$ cat config.mk
export PLATFORM = sky130hd
export DESIGN_NAME = frcd_decoder
export DESIGN_NICKNAME = d
export VERILOG_FILES = /design/src/core/frcd_decoder.v /design/src/core/frcd_sync.v
export VERILOG_INCLUDE_DIRS = /design/src /design/src/core
export SDC_FILE = /design/constraint.sdc
export NUM_CORES = 1
export LEC_CHECK = 0
export BUFFER_PORTS_ARGS = -buffer_cell sky130_fd_sc_hd__buf_2
export CAP_MARGIN = 20
export CELL_PAD_IN_SITES_DETAIL_PLACEMENT = 0
export CELL_PAD_IN_SITES_GLOBAL_PLACEMENT = 1
export CORE_UTILIZATION = 45
export DETAILED_ROUTE_END_ITERATION = 7
export HOLD_SLACK_MARGIN = 0.1
export PLACE_DENSITY_LB_ADDON = 0.1
export SYNTH_ARGS = -nofsm -noshare
export SYNTH_HDL_FRONTEND = slang
export SYNTH_SLANG_ARGS = --single-unit
$ cat constraint.sdc
create_clock -name clk_sys -period 4.5 [get_ports clk_sys]
set_input_delay 0 -clock clk_sys [delete_from_list [all_inputs] [get_ports clk_sys]]
set_output_delay 0 -clock clk_sys [all_outputs]
set_load 0.1 [all_outputs]
$ cat src/core/frcd_consts.vh
// Constants for the flash register command decoder
`ifndef FRCD_CONSTS_VH
`define FRCD_CONSTS_VH

// Opcodes
`define FRCD_OP_READ_ID 8'h9F
`define FRCD_OP_READ_QID 8'hAF
`define FRCD_OP_READ_PARAMS 8'h5A
`define FRCD_OP_READ_STAT1 8'h05
`define FRCD_OP_READ_STAT2 8'h07
`define FRCD_OP_READ_CFG1 8'h35
`define FRCD_OP_WRITE_STATCFG 8'h01
`define FRCD_OP_WRITE_ENABLE_CMD 8'h06
`define FRCD_OP_WRDIS 8'h04
`define FRCD_OP_CLEAR_FAIL 8'h30
`define FRCD_OP_CLEAR_FAIL_ALT 8'h82
`define FRCD_OP_WIDE_ADDR 8'hB7
`define FRCD_OP_READ_LEARN 8'h41
`define FRCD_OP_PROG_NV_LEARN 8'h43
`define FRCD_OP_WRITE_V_LEARN 8'h4A
`define FRCD_OP_READ_ANY 8'h65
`define FRCD_OP_WRITE_ANY 8'h71

// Function codes
`define FRCD_FN_NOP 5'h00
`define FRCD_FN_READ_ID 5'h01
`define FRCD_FN_READ_QID 5'h02
`define FRCD_FN_READ_PARAMS 5'h03
`define FRCD_FN_READ_STAT1 5'h04
`define FRCD_FN_READ_STAT2 5'h05
`define FRCD_FN_READ_CFG1 5'h06
`define FRCD_FN_WRITE_STATCFG 5'h07
`define FRCD_FN_WRITE_ENABLE_CMD 5'h08
`define FRCD_FN_WRDIS 5'h09
`define FRCD_FN_CLEAR_FAIL 5'h0A
`define FRCD_FN_RESUME 5'h0B
`define FRCD_FN_WIDE_ADDR 5'h0C
`define FRCD_FN_READ_LEARN 5'h0D
`define FRCD_FN_PROG_NV_LEARN 5'h0E
`define FRCD_FN_WRITE_V_LEARN 5'h0F
`define FRCD_FN_READ_ANY 5'h10
`define FRCD_FN_WRITE_ANY 5'h11

// Clock limits in MHz
`define FRCD_MHZ_PARAMS 8'h32
`define FRCD_MHZ_DEFAULT 8'h85

// Address byte counts
`define FRCD_ADDR_NONE 3'h0
`define FRCD_ADDR_THREE 3'h3
`define FRCD_ADDR_FOUR 3'h4

// Field widths and lane counts
`define FRCD_BITS_PER_BYTE 4'h8
`define FRCD_QUAD_NIBBLES 4'h2
`define FRCD_LAST_BIT 3'h7
`define FRCD_LAST_NIBBLE 3'h1

// Lookup word layout: {function, address bytes, clock limit, quad ok}
`define FRCD_LK_FN_HI 16
`define FRCD_LK_FN_LO 12
`define FRCD_LK_ADDR_HI 11
`define FRCD_LK_ADDR_LO 9
`define FRCD_LK_MHZ_HI 8
`define FRCD_LK_MHZ_LO 1
`define FRCD_LK_QUAD 0

// Synchronised pin bank layout
`define FRCD_PIN_WIDTH 6
`define FRCD_PIN_CS 5
`define FRCD_PIN_SCK 4
`define FRCD_PIN_IO_HI 3
`define FRCD_PIN_IO_LO 0

`endif

$ cat src/core/frcd_decoder.v
// Instruction capture and decode for the flash register command set
`timescale 1ns/10ps
`include "frcd_consts.vh"

// Notes on behaviour
// (RL1) 9F identification, AF quad identification, quad ok
// (RL2) 5A parameters: three address bytes, 50 MHz
// (RL3) 05 status one, any mode, 133 MHz
// (RL4) 07 status two, refused in quad mode
// (RL5) 35 config one, refused in quad mode
// (RL6) 01, 06, 04 register writes, quad ok
// (RL7) 30 clears fail flags, quad ok
// (RL8) Config bit turns 30 into resume
// (RL9) 82 also clears fail flags
// (RL10) B7 enters wide address, refused quad
// (RL11) 41 reads learning pattern, refused quad
// (RL12) 43 programs nonvolatile learning register, refused quad
// (RL13) 4A writes volatile learning register, refused quad
// (RL14) Address bytes four when length bit set; the code applies it to 65 and 71 only, 5A stays three
// (RL15) Host avoids refused commands in quad mode
// (RL16) MSB first; quad LSB on line zero
// (RL17) 65 and 71 any register, wide address
// (RL18) Unknown opcode: nop until deselect
module frcd_decoder (
  // Clock and reset
  input wire clk_sys,
  input wire rst,
  // Link pins from the host
  input wire cs_n,
  input wire sck,
  input wire [3:0] io_in,
  // Mode and configuration levels
  input wire all_quad_mode,
  input wire wide_addr_bit,
  input wire clear_fail_disable,
  // Decode results
  output reg cmd_valid_reg,
  output reg [7:0] opcode_reg,
  output reg [4:0] function_reg,
  output reg [2:0] addr_bytes_reg,
  output reg [7:0] max_mhz_reg,
  output reg quad_ok_reg,
  output reg refused_reg
);

  // ------------------------------------------------------------
  // Pin synchronisation
  // ------------------------------------------------------------
  wire [`FRCD_PIN_WIDTH-1:0] pins_sync;
  frcd_sync #(.WIDTH(`FRCD_PIN_WIDTH)) u_sync (
    .clk_sys(clk_sys),
    .rst(rst),
    .async_in({cs_n, sck, io_in}),
    .sync_out(pins_sync)
  );

  wire cs_n_s = pins_sync[`FRCD_PIN_CS];
  wire sck_s = pins_sync[`FRCD_PIN_SCK];
  wire [3:0] io_s = pins_sync[`FRCD_PIN_IO_HI:`FRCD_PIN_IO_LO];

  reg sck_prev_reg;
  wire sck_rise = sck_s & ~sck_prev_reg;

  // ------------------------------------------------------------
  // Decode function: opcode to function, address and quad flag
  // ------------------------------------------------------------
  // Returns {function, addr_bytes, max_mhz, quad_ok}
  function [16:0] frcd_lookup;
    input [7:0] op;
    input wide;
    input clr_off;
    reg [2:0] flex;
    begin
      flex = wide ? `FRCD_ADDR_FOUR : `FRCD_ADDR_THREE; // RL14
      case (op)
        `FRCD_OP_READ_ID: frcd_lookup = {`FRCD_FN_READ_ID, `FRCD_ADDR_NONE, `FRCD_MHZ_DEFAULT, 1'b1}; // RL1
        `FRCD_OP_READ_QID: frcd_lookup = {`FRCD_FN_READ_QID, `FRCD_ADDR_NONE, `FRCD_MHZ_DEFAULT, 1'b1}; // RL1
        `FRCD_OP_READ_PARAMS: frcd_lookup = {`FRCD_FN_READ_PARAMS, `FRCD_ADDR_THREE, `FRCD_MHZ_PARAMS, 1'b1}; // RL2
        `FRCD_OP_READ_STAT1: frcd_lookup = {`FRCD_FN_READ_STAT1, `FRCD_ADDR_NONE, `FRCD_MHZ_DEFAULT, 1'b1}; // RL3
        `FRCD_OP_READ_STAT2: frcd_lookup = {`FRCD_FN_READ_STAT2, `FRCD_ADDR_NONE, `FRCD_MHZ_DEFAULT, 1'b0}; // RL4
        `FRCD_OP_READ_CFG1: frcd_lookup = {`FRCD_FN_READ_CFG1, `FRCD_ADDR_NONE, `FRCD_MHZ_DEFAULT, 1'b0}; // RL5
        `FRCD_OP_WRITE_STATCFG: frcd_lookup = {`FRCD_FN_WRITE_STATCFG, `FRCD_ADDR_NONE, `FRCD_MHZ_DEFAULT, 1'b1}; // RL6
        `FRCD_OP_WRITE_ENABLE_CMD: frcd_lookup = {`FRCD_FN_WRITE_ENABLE_CMD, `FRCD_ADDR_NONE, `FRCD_MHZ_DEFAULT, 1'b1}; // RL6
        `FRCD_OP_WRDIS: frcd_lookup = {`FRCD_FN_WRDIS, `FRCD_ADDR_NONE, `FRCD_MHZ_DEFAULT, 1'b1}; // RL6
        `FRCD_OP_CLEAR_FAIL: begin
          // Same opcode doubles as resume when the clear is switched off
          if (clr_off)
            frcd_lookup = {`FRCD_FN_RESUME, `FRCD_ADDR_NONE, `FRCD_MHZ_DEFAULT, 1'b1}; // RL8
          else
            frcd_lookup = {`FRCD_FN_CLEAR_FAIL, `FRCD_ADDR_NONE, `FRCD_MHZ_DEFAULT, 1'b1}; // RL7
        end
        `FRCD_OP_CLEAR_FAIL_ALT: frcd_lookup = {`FRCD_FN_CLEAR_FAIL, `FRCD_ADDR_NONE, `FRCD_MHZ_DEFAULT, 1'b1}; // RL9
        `FRCD_OP_WIDE_ADDR: frcd_lookup = {`FRCD_FN_WIDE_ADDR, `FRCD_ADDR_NONE, `FRCD_MHZ_DEFAULT, 1'b0}; // RL10
        `FRCD_OP_READ_LEARN: frcd_lookup = {`FRCD_FN_READ_LEARN, `FRCD_ADDR_NONE, `FRCD_MHZ_DEFAULT, 1'b0}; // RL11
        `FRCD_OP_PROG_NV_LEARN: frcd_lookup = {`FRCD_FN_PROG_NV_LEARN, `FRCD_ADDR_NONE, `FRCD_MHZ_DEFAULT, 1'b0}; // RL12
        `FRCD_OP_WRITE_V_LEARN: frcd_lookup = {`FRCD_FN_WRITE_V_LEARN, `FRCD_ADDR_NONE, `FRCD_MHZ_DEFAULT, 1'b0}; // RL13
        `FRCD_OP_READ_ANY: frcd_lookup = {`FRCD_FN_READ_ANY, flex, `FRCD_MHZ_DEFAULT, 1'b1}; // RL17
        `FRCD_OP_WRITE_ANY: frcd_lookup = {`FRCD_FN_WRITE_ANY, flex, `FRCD_MHZ_DEFAULT, 1'b1}; // RL17
        default: frcd_lookup = {`FRCD_FN_NOP, `FRCD_ADDR_NONE, `FRCD_MHZ_DEFAULT, 1'b1}; // RL18
      endcase
    end
  endfunction

  // ------------------------------------------------------------
  // Instruction shifter
  // ------------------------------------------------------------
  localparam ST_IDLE = 2'h0;
  localparam ST_SHIFT = 2'h1;
  localparam ST_DONE = 2'h2;

  reg [1:0] state_reg;
  reg [1:0] state_next;
  reg [7:0] shift_reg;
  reg [7:0] shift_next;
  reg [3:0] count_reg;
  reg [3:0] count_next;
  reg quad_latch_reg;
  reg quad_latch_next;
  reg byte_done;
  reg armed_reg;

  // Byte image after one more group; a quad group keeps its LSB on line zero
  wire [7:0] shift_join = quad_latch_reg ? {shift_reg[3:0], io_s} : {shift_reg[6:0], io_s[0]}; // RL16
  // First group of a frame, shifted into a cleared byte
  wire [7:0] shift_first = all_quad_mode ? {4'h0, io_s} : {7'h00, io_s[0]}; // RL16
  wire [3:0] count_last = quad_latch_reg ? {1'b0, `FRCD_LAST_NIBBLE} : {1'b0, `FRCD_LAST_BIT};
  wire [16:0] look = frcd_lookup(shift_join, wide_addr_bit, clear_fail_disable);

  // ------------------------------------------------------------
  // Link clock edge and frame arming
  // ------------------------------------------------------------
  // Detector resets to the idle low level of the link clock, so no edge follows reset
  always @(posedge clk_sys) begin
    if (rst) begin
      sck_prev_reg <= 1'b0;
    end else begin
      sck_prev_reg <= sck_s;
    end
  end

  // Reset can land inside a host frame; waiting for a deselect keeps a cut byte from decoding
  always @(posedge clk_sys) begin
    if (rst) begin
      armed_reg <= 1'b0;
    end else if (cs_n_s) begin
      armed_reg <= 1'b1;
    end
  end

  // Next frame state: collect one instruction, then ignore the rest of the frame
  always @* begin
    state_next = state_reg;
    shift_next = shift_reg;
    count_next = count_reg;
    quad_latch_next = quad_latch_reg;
    byte_done = 1'b0;
    if (cs_n_s || !armed_reg) begin
      state_next = ST_IDLE;
      count_next = 4'h0;
    end else begin
      case (state_reg)
        ST_IDLE: begin
          // Mode is frozen at frame start so a change mid-frame cannot split a byte
          quad_latch_next = all_quad_mode;
          shift_next = 8'h00;
          count_next = 4'h0;
          state_next = ST_SHIFT;
          if (sck_rise) begin
            shift_next = shift_first;
            count_next = 4'h1;
          end
        end
        ST_SHIFT: begin
          if (sck_rise) begin
            shift_next = shift_join;
            count_next = count_reg + 4'h1;
            if (count_reg == count_last) begin
              state_next = ST_DONE;
              byte_done = 1'b1;
            end
          end
        end
        // Bits after the instruction are ignored until deselect
        ST_DONE: state_next = ST_DONE; // RL18
        default: state_next = ST_IDLE;
      endcase
    end
  end

  // Shifter registers
  always @(posedge clk_sys) begin
    if (rst) begin
      state_reg <= ST_IDLE;
      shift_reg <= 8'h00;
      count_reg <= 4'h0;
      quad_latch_reg <= 1'b0;
    end else begin
      state_reg <= state_next;
      shift_reg <= shift_next;
      count_reg <= count_next;
      quad_latch_reg <= quad_latch_next;
    end
  end

  // ------------------------------------------------------------
  // Decode results
  // ------------------------------------------------------------
  // Fields hold until the next decode; only the strobe drops after one cycle
  always @(posedge clk_sys) begin
    if (rst) begin
      cmd_valid_reg <= 1'b0;
      opcode_reg <= 8'h00;
      function_reg <= `FRCD_FN_NOP;
      addr_bytes_reg <= `FRCD_ADDR_NONE;
      max_mhz_reg <= 8'h00;
      quad_ok_reg <= 1'b0;
      refused_reg <= 1'b0;
    end else begin
      cmd_valid_reg <= byte_done;
      if (byte_done) begin
        opcode_reg <= shift_join;
        function_reg <= look[`FRCD_LK_FN_HI:`FRCD_LK_FN_LO];
        addr_bytes_reg <= look[`FRCD_LK_ADDR_HI:`FRCD_LK_ADDR_LO];
        max_mhz_reg <= look[`FRCD_LK_MHZ_HI:`FRCD_LK_MHZ_LO];
        quad_ok_reg <= look[`FRCD_LK_QUAD];
        // The host must not send these in quad mode; the flag makes a slip visible
        refused_reg <= quad_latch_reg & ~look[`FRCD_LK_QUAD]; // RL15
      end
    end
  end

endmodule

$ cat src/core/frcd_sync.v
// Two-flop synchroniser bank for link pins
`timescale 1ns/10ps

module frcd_sync #(
  parameter WIDTH = 6
) (
  // Clock and reset
  input wire clk_sys,
  input wire rst,
  // Raw and synchronised levels
  input wire [WIDTH-1:0] async_in,
  output wire [WIDTH-1:0] sync_out
);

  reg [WIDTH-1:0] stage1_reg;
  reg [WIDTH-1:0] stage2_reg;

  // First stage feeds only the second
  always @(posedge clk_sys) begin
    if (rst) begin
      stage1_reg <= {WIDTH{1'b0}};
      stage2_reg <= {WIDTH{1'b0}};
    end else begin
      stage1_reg <= async_in;
      stage2_reg <= stage1_reg;
    end
  end

  assign sync_out = stage2_reg;

endmodule

* After elaboration in Yosys (flattened, before gate mapping) *
Index checks and enable logic that the tools add are counted.

storage, ports and cells
  output and inout port bits = 27
  input port bits = 11
  flip-flop bits (word level) = 55
  word-level logic and storage cells = 71

operators by class
  equal/unequal tests = 22
  mux-type cells = 19
  reductions and logical operators = 9
  $add $sub $neg = 1
  bitwise gates (word level) = 5

operators by type and width
  operator                                       number
  one-hot mux 17 bit (17 select lines)           1
  == test 8 x 7 -> 1 bit, second input constant  6
  == test 8 x 3 -> 1 bit, second input constant  4
  == test 8 bit, second input constant           4
  == test 8 x 6 -> 1 bit, second input constant  2
  one-hot mux 7 bit (2 select lines)             1
  2-to-1 mux 13 bit                              1
  2-to-1 mux 4 bit                               3
  == test 8 x 1 -> 1 bit, second input constant  1
  2-to-1 mux 8 bit                               1
  one-hot mux 4 bit (2 select lines)             1
  2-to-1 mux 7 bit                               1
  2-to-1 mux 3 bit                               2
  one-hot mux 2 bit (3 select lines)             1
  AND reduction 2 bit                            3
  2-to-1 mux 1 bit                               5
  adder 4 x 1 -> 4 bit, second input constant    1
  == test 4 x 3 -> 1 bit                         1
  2-to-1 mux 2 bit                               2
  != test 2 bit, second input constant           2
  inverter 1 bit                                 3
  AND reduction 3 bit                            1
  AND 1 bit                                      2
  == test 2 x 1 -> 1 bit, second input constant  1
  other kinds (6)                                6

* Longest topological paths before layout *
Gate-level depths: netlist (run 1).

  depth in word-level cells = 6
  gate-level depth with buffers = 7
  depth with buffers taken out = 7

* Hierarchy *
Synthesis (run 1) repeated with hierarchy kept, for this count alone.

second synthesis, totals
  cell total of the unflattened synthesis = 283
  area, all modules = 2484.9 sq um

modules (own cells, without submodules)
  module        instances  cells each  sequential area each (sq um)  area each (sq um)
  frcd_decoder  1          258         720.7                         2118.3
  frcd_sync     1          25          240.2                         366.6

* Worst setup path before layout (run 1) *
OpenSTA, ideal clock, no wires.

  path kind = register to register
  start point = register quad_latch_reg
  end point = register quad_ok_reg
  stages on the path, launching flop included = 7
  data required time = 4412 ps
  path buffers = 1
  slack = 2720 ps
  arrival = 1691 ps
  period minus slack after synthesis = 1780 ps
  setup time = 88 ps
  cells stage by stage = dfxtp_1 > buf_6 > and3b_4 > o22ai_2 > o22ai_2 > or4_4 > a311oi_2

between the ends
  word-level cells in the longest chain between the ends = 6
  elaborated cells on any way between the ends = 25
  classes of those cells = 18 x eq/ne; 7 x mux

RTL lines
  what                    RTL line            text
  from (decl)             frcd_decoder.v:117  reg quad_latch_reg;
  from (signal assigned)  frcd_decoder.v:201  quad_latch_reg <= quad_latch_next;
  2-to-1 mux 3 bit        frcd_decoder.v:126  wire [3:0] count_last = quad_latch_reg ? {1'b0, `FRCD_LAST_NIBBLE} : {1'b0, `FRCD_LAST_BIT};
  == test 4 x 3 -> 1 bit  frcd_decoder.v:177  if (count_reg == count_last) begin
  2-to-1 mux 1 bit        frcd_decoder.v:177
  2-to-1 mux 1 bit        frcd_decoder.v:174  if (sck_rise) begin
  2-to-1 mux 1 bit        frcd_decoder.v:161  case (state_reg)
  2-to-1 mux 1 bit        frcd_decoder.v:157  if (cs_n_s || !armed_reg) begin
  to (signal assigned)    frcd_decoder.v:225  quad_ok_reg <= look[`FRCD_LK_QUAD];
  to (decl)               frcd_decoder.v:42   output reg quad_ok_reg,

Parallel ways exist; a longest one is shown, timed or not.
A chain may end at the register's enable or synchronous reset.

* Worst setup path after layout (run 1) *
  start point = register quad_latch_reg
  end point = register function_reg[1]

between the ends
  word-level cells in the longest chain between the ends = 6
  elaborated cells on any way between the ends = 25
  classes of those cells = 18 x eq/ne; 7 x mux

RTL lines
  what                    RTL line            text
  2-to-1 mux 3 bit        frcd_decoder.v:126
  == test 4 x 3 -> 1 bit  frcd_decoder.v:177
  2-to-1 mux 1 bit        frcd_decoder.v:177
  2-to-1 mux 1 bit        frcd_decoder.v:174
  2-to-1 mux 1 bit        frcd_decoder.v:161
  2-to-1 mux 1 bit        frcd_decoder.v:157
  to (signal assigned)    frcd_decoder.v:213  function_reg <= `FRCD_FN_NOP;
  to (signal assigned)    frcd_decoder.v:222  function_reg <= look[`FRCD_LK_FN_HI:`FRCD_LK_FN_LO];
  to (decl)               frcd_decoder.v:39   output reg [4:0] function_reg,

Parallel ways exist; a longest one is shown, timed or not.

==> impl_metrics.json, run 1 <==
{
  "critPathLaunch": "quad_latch_reg",
  "maxSlewHeadroom": 0.475,
  "diodes": 0,
  "netlist_instances": 291,
  "synth.most_common_cell": "dfxtp_1",
  "hold_depth": 3,
  "syn_area_per_cell_um2": 8.51,
  "io_buffers": 35,
  "clock.fmax_mhz": 384,
  "crit_path_end_kind": "register",
  "worstMarginPinSlew_ps": 765,
  "viasPerCell": 5.50,
  "clk_path_buf_depth": 2,
  "slew_violations": 0,
  "synth_edf_count": 0,
  "ir_worst_vdd_uv": 191,
  "hold_path_startpoint": "clear_fail_disable",
  "max_cap_viol_count": 0,
  "drc_errors": 0,
  "ys_top_cells_by_area": "dfxtp_1 (39%), nor2_1 (6.1%), a211oi_1 (4.5%), nor2b_1 (4.5%), nor3b_1 (3.0%)",
  "post_cts_buffers": 0,
  "clk_latency_ps": 300,
  "ys_seq_area_frac": 0.388,
  "period_minus_slack_ps": 2600,
  "nets": 331,
  "htree_levels": 2,
  "cts_sinks": 48,
  "place_ws_ps": 1810,
  "wire_per_inst_um": 15.3,
  "cp_max_fo": 25,
  "rows": 26,
  "synth_area_um2": 2480,
  "cp.required_ps": 4660,
  "synthDistinctLibCells": 56,
  "setup_tns_ps": 0,
  "grt_max_degree": 45,
  "final_antenna_net_count": 0,
  "hold_viol_final": 0,
  "start_kind": "register",
  "synthTopCellsByCount": "dfxtp_1 (48), nor2_1 (40), nor2b_1 (18)",
  "synth_flop_cell": "dfxtp_1",
  "io-pin-count": 38,
  "reg2reg_from": "quad_latch_reg",
  "largest_register_ffs": 8,
  "finalWirelength_mm": 5.92,
  "ys_warn_count": 0,
  "gp_congestion": 0.822,
  "synth.top_cell.area_share": 0.388,
  "setup_violations": 0,
  "dp_hpwl_mm": 4.07,
  "area_delta_synth_final_pct": 12.5,
  "initial_utilization": 0.476,
  "track_usage": 0.216,
  "cts_made_buffers": 5,
  "die_area_um2": 5810,
  "skew_ps": 9.23,
  "arrival_ps": 2760,
  "cts_tree": "built",
  "core-area_um2": 5200,
  "period_share": 0.579,
  "grt_overflow_total": 0,
  "first_pass_iters": 4,
  "final_util": 0.535,
  "synth-seq-cells": 48,
  "p_total_uw": 788,
  "die_h_um": 76.2,
  "post-route-cell-area_um2": 2790,
  "power.density_nw_per_um2": 283,
  "clk_pin_slew_worst_paths_ps": 90,
  "hold_class": "input pin to register",
  "placed_area_um2": 2600,
  "drtIter0Drc": 120,
  "drive_above_1_share": 0.174,
  "status": "finished, final reports clean",
  "synth_top_area_cell": "dfxtp_1",
  "grt_pass1_wl_mm": 9.91,
  "ff2ff_path_depth": 6,
  "p_leak_nw": 1.08,
  "grt_antenna_before_repair": 0,
  "nFillCells": 522,
  "die-width_um": 76.2,
  "root_buffer": "clkbuf_8",
  "dr_total_vias": 2129,
  "rsz0062_at_grt": "false",
  "critPathKind": "register to register",
  "grt_pass1_vias": 2029,
  "setup_slack_ps": 1900,
  "async_flop_share": 0
}
==> per-layer routing <==
layer,share of wire,vias to the layer above,GRT usage
met1,0.46,1005,0.260
met2,0.50,32,0.385
met4,0.016,0,0.0750
met3,0.024,8,0.0395
met5,0,-,0
li1,-,1084,-
==> power by group <==
| part | leakage [nW] | total (mW) | switching [mW] | internal (mW) |
|---|---|---|---|---|
| logic | 0.643 | 0.0757 | 0.0455 | 0.0303 |
| registers | 0.390 | 0.445 | 0.0122 | 0.432 |
| clock network | 0.0473 | 0.268 | 0.145 | 0.123 |
==> critical path, stage by stage, from the launching register on <==
cell and delay (ps):
dfxtp_1 680, buf_4 340, nor3b_1 220, o21ai_1 140, or2_0 470, nor4_1 490, a211oi_1 120
==> cell families (layout without fill, tap and decap cells) <==
| kind of cell | Yosys count | count (layout) | synth area share |
|---|---|---|---|
| other | 1 | 2 | 0.00151 |
| and+or+nand+nor | 130 | 130 | 0.288 |
| muxes | 7 | 7 | 0.0283 |
| DFF | 48 | 48 | 0.388 |
| adders and majority gates | 3 | 3 | 0.0152 |
| xor gates and xnor gates | 3 | 3 | 0.0106 |
| AOI/OAI and AO/OA | 67 | 67 | 0.200 |
| buffers and inverters | 32 | 57 | 0.0687 |
==> repair_timing <==
item	CTS	global route
setup endpoints to repair	0	0
hold buffers	8	0
gates resized for setup	0	0
endpoints found under the hold margin	9	0
==> cell type report <==
class / instances / area [um2] / share of cell area
Multi-Input combinational cell: 212 / 1350 / 0.485
Sequential cell: 48 / 961 / 0.345
Timing Repair Buffer: 45 / 278 / 0.0997
Tap cell: 70 / 87.6 / 0.0314
Clock buffer: 6 / 82.6 / 0.0296
Inverter: 5 / 18.8 / 0.00674
Clock inverter: 1 / 8.76 / 0.00314
==> cells in the final DEF (no fill, tap or decap), types with 2 or more instances in the layout <==
cell	n
nor3b_1	10
o22a_1	2
nor3_1	12
and3b_1	5
ha_1	3
nor4bb_1	2
nor4_1	3
o22ai_1	4
dfxtp_1	48
and3_1	2
o21ai_1	2
nand2b_1	6
a221oi_1	2
nor2b_1	18
mux2i_1	7
conb_1	2
a2111oi_0	2
a21oi_1	14
nor2_1	40
dlygate4sd3_1	8
a311oi_1	2
inv_1	4
o22ai_2	2
a31oi_1	3
nand3_1	5
buf_2	35
a211oi_1	15
nand2_1	16
clkbuf_8	6
and3b_4	2
xor2_1	2
o21ai_0	7
==> stage by stage <==
stage | cells | hold WS [ps]
after global routing | 387 | 153
final | 387 | 114
after global placement | 371 | 207
after CTS | 386 | 119
after detailed placement | 371 | 213
after floorplan | 292 | 128
==> final timing paths <==
check / slack [ps] / end
setup / recovery: 1900 / function_reg[1]
hold / removal: 110 / function_reg[0]
setup reg to reg: 1900 / function_reg[1]
hold reg to reg: 440 / u_sync.sync_out[1]
Note: power is estimated with default switching activity, not from simulation.
==> inputs of run 2 (changes only) <==
--- a/config.mk
+++ b/config.mk
@@ -10,7 +10,7 @@
 export CAP_MARGIN = 20
 export CELL_PAD_IN_SITES_DETAIL_PLACEMENT = 0
 export CELL_PAD_IN_SITES_GLOBAL_PLACEMENT = 1
-export CORE_UTILIZATION = 45
+export CORE_UTILIZATION = 42
 export DETAILED_ROUTE_END_ITERATION = 7
 export HOLD_SLACK_MARGIN = 0.1
 export PLACE_DENSITY_LB_ADDON = 0.1
==> constraint.sdc (replaced) <==
create_clock -name clk_sys -period 2.6 [get_ports clk_sys]
set_input_delay 0 -clock clk_sys [delete_from_list [all_inputs] [get_ports clk_sys]]
set_output_delay 0 -clock clk_sys [all_outputs]
set_load 0.1 [all_outputs]
==> impl_metrics.json, run 2 (synthesized netlist as in run 1, its figures left out) <==
{
  "status": "finished, final reports clean",
  "start_kind": "register",
  "first_pass_iters": 4,
  "setup_slack_ps": 262,
  "cts_resized": 0,
  "drive_above_1_share": 0.198,
  "die_area_um2": 6210,
  "fin_hold_ws_ps": 125,
  "nets": 341,
  "crit_path_top_delay_cell": "dfxtp_1",
  "final_common_cell": "dfxtp_1",
  "ir_worst_vdd_uv": 316,
  "gp_congestion": 0.873,
  "cp.required_ps": 2830,
  "track_usage": 0.202,
  "area_delta_synth_final_pct": 17.3,
  "diodes": 0,
  "layout_common_cells": "dfxtp_1 (48), nor2_1 (40), buf_2 (35), nor2b_1 (18), nand2_1 (16)",
  "post_cts_buffers": 0,
  "viasPerCell": 5.44,
  "maxSlewHeadroom": 0.585,
  "cp_num_buf_inv": 2,
  "finalWirelength_mm": 6.02,
  "cp_cell_sequence": "buf_4 > nor4bb_1 > o21ai_0 > nor3_1 > buf_4 > a211oi_1 > nor3_1",
  "io_buffers": 35,
  "hold_class": "input pin to register",
  "cts_made_buffers": 5,
  "period_minus_slack_ps": 2340,
  "rsz0062_at_grt": "false",
  "rows": 27,
  "clk_latency_ps": 310,
  "drtIter0Drc": 120,
  "clk_pin_slew_worst_paths_ps": 100,
  "hold_viol_final": 0,
  "max_stage_delay_ps": 700,
  "core-area_um2": 5610,
  "cts_sinks": 48,
  "dp_hpwl_mm": 4.31,
  "max_cap_viol_count": 0,
  "crit_path_end_kind": "register",
  "largest_register_ffs": 8,
  "grt_overflow_total": 0,
  "setup_violations": 0,
  "period_share": 0.899,
  "cp_top_family": "simple AND/OR/NAND/NOR gates",
  "place_ws_ps": 303,
  "grt_pass1_wl_mm": 9.69,
  "io-pin-count": 38,
  "drc_errors": 0,
  "root_buffer": "clkbuf_8",
  "postCtsHoldBufs": 9,
  "slew_violations": 0,
  "grt_pass1_vias": 1927,
  "setup_tns_ps": 0,
  "p_leak_nw": 1.15,
  "htree_levels": 2,
  "wire_per_inst_um": 15.0,
  "final_antenna_net_count": 0,
  "clk_path_buf_depth": 2,
  "skew_ps": 6.56,
  "grt_antenna_before_repair": 0,
  "cp_max_fo": 21,
  "arrival_ps": 2570,
  "power.density_nw_per_um2": 540,
  "grt_max_degree": 29,
  "clock.fmax_mhz": 428,
  "initial_utilization": 0.442,
  "die-width_um": 78.8,
  "dr_total_vias": 2176,
  "worstMarginPinSlew_ps": 615,
  "cts_tree": "built",
  "critPathKind": "register to register",
  "die_h_um": 78.8
}
-- run 2: path summary, 6_finish.rpt --
check             slack, ps  cells past startpoint                  to                 start
setup / recovery        260                      7   addr_bytes_reg[1]        quad_latch_reg
hold / removal          130                      2        shift_reg[5]                   rst
setup reg to reg        260                      7   addr_bytes_reg[1]        quad_latch_reg
hold reg to reg         450                      1  u_sync.sync_out[3]  u_sync.stage1_reg[3]
-- run 2: where the power goes --
group / internal (mW) / switching [mW] / leakage (nW)
Clock: 0.387 / 0.276 / 0.0687
Sequential: 0.748 / 0.0202 / 0.390
Combinational: 0.0570 / 0.0795 / 0.689
-- run 2: area by class of cell --
| class | count | area, um2 |
|---|---|---|
| fillers | 560 | 2700 |
| multi-input cells | 212 | 1350 |
| flip-flops and latches | 48 | 961 |
| repair buffers | 55 | 348 |
| well taps | 72 | 90.1 |
| clock buffers | 5 | 68.8 |
| clock inverters | 3 | 68.8 |
| inverters | 5 | 18.8 |
-- run 2: worst register-to-register path: stages, from the launching register on --
cell and delay (ps):
dfxtp_1 700, buf_4 270, nor4bb_1 350, o21ai_0 150, nor3_1 380, buf_4 210, a211oi_1 40, nor3_1 170
-- run 2: stage by stage --
stage          std cells  area [um2]   util  total power [mW]
2_1_floorplan        292        2480      -             0.884
3_3_place_gp         383        2680  0.477             0.911
3_5_place_dp         383        2680  0.477             0.911
4_1_cts              400        2910  0.518              1.59
5_1_grt              400        2910  0.518              1.63
6_report             400        2910  0.518              1.57
-- run 2: per-layer routing --
metal,track usage,share of wire,vias to the layer above
li1,-,-,1109
met1,0.256,0.47,1020
met2,0.343,0.49,37
met3,0.0391,0.031,10
met4,0.0648,0.013,0
met5,0,0,-
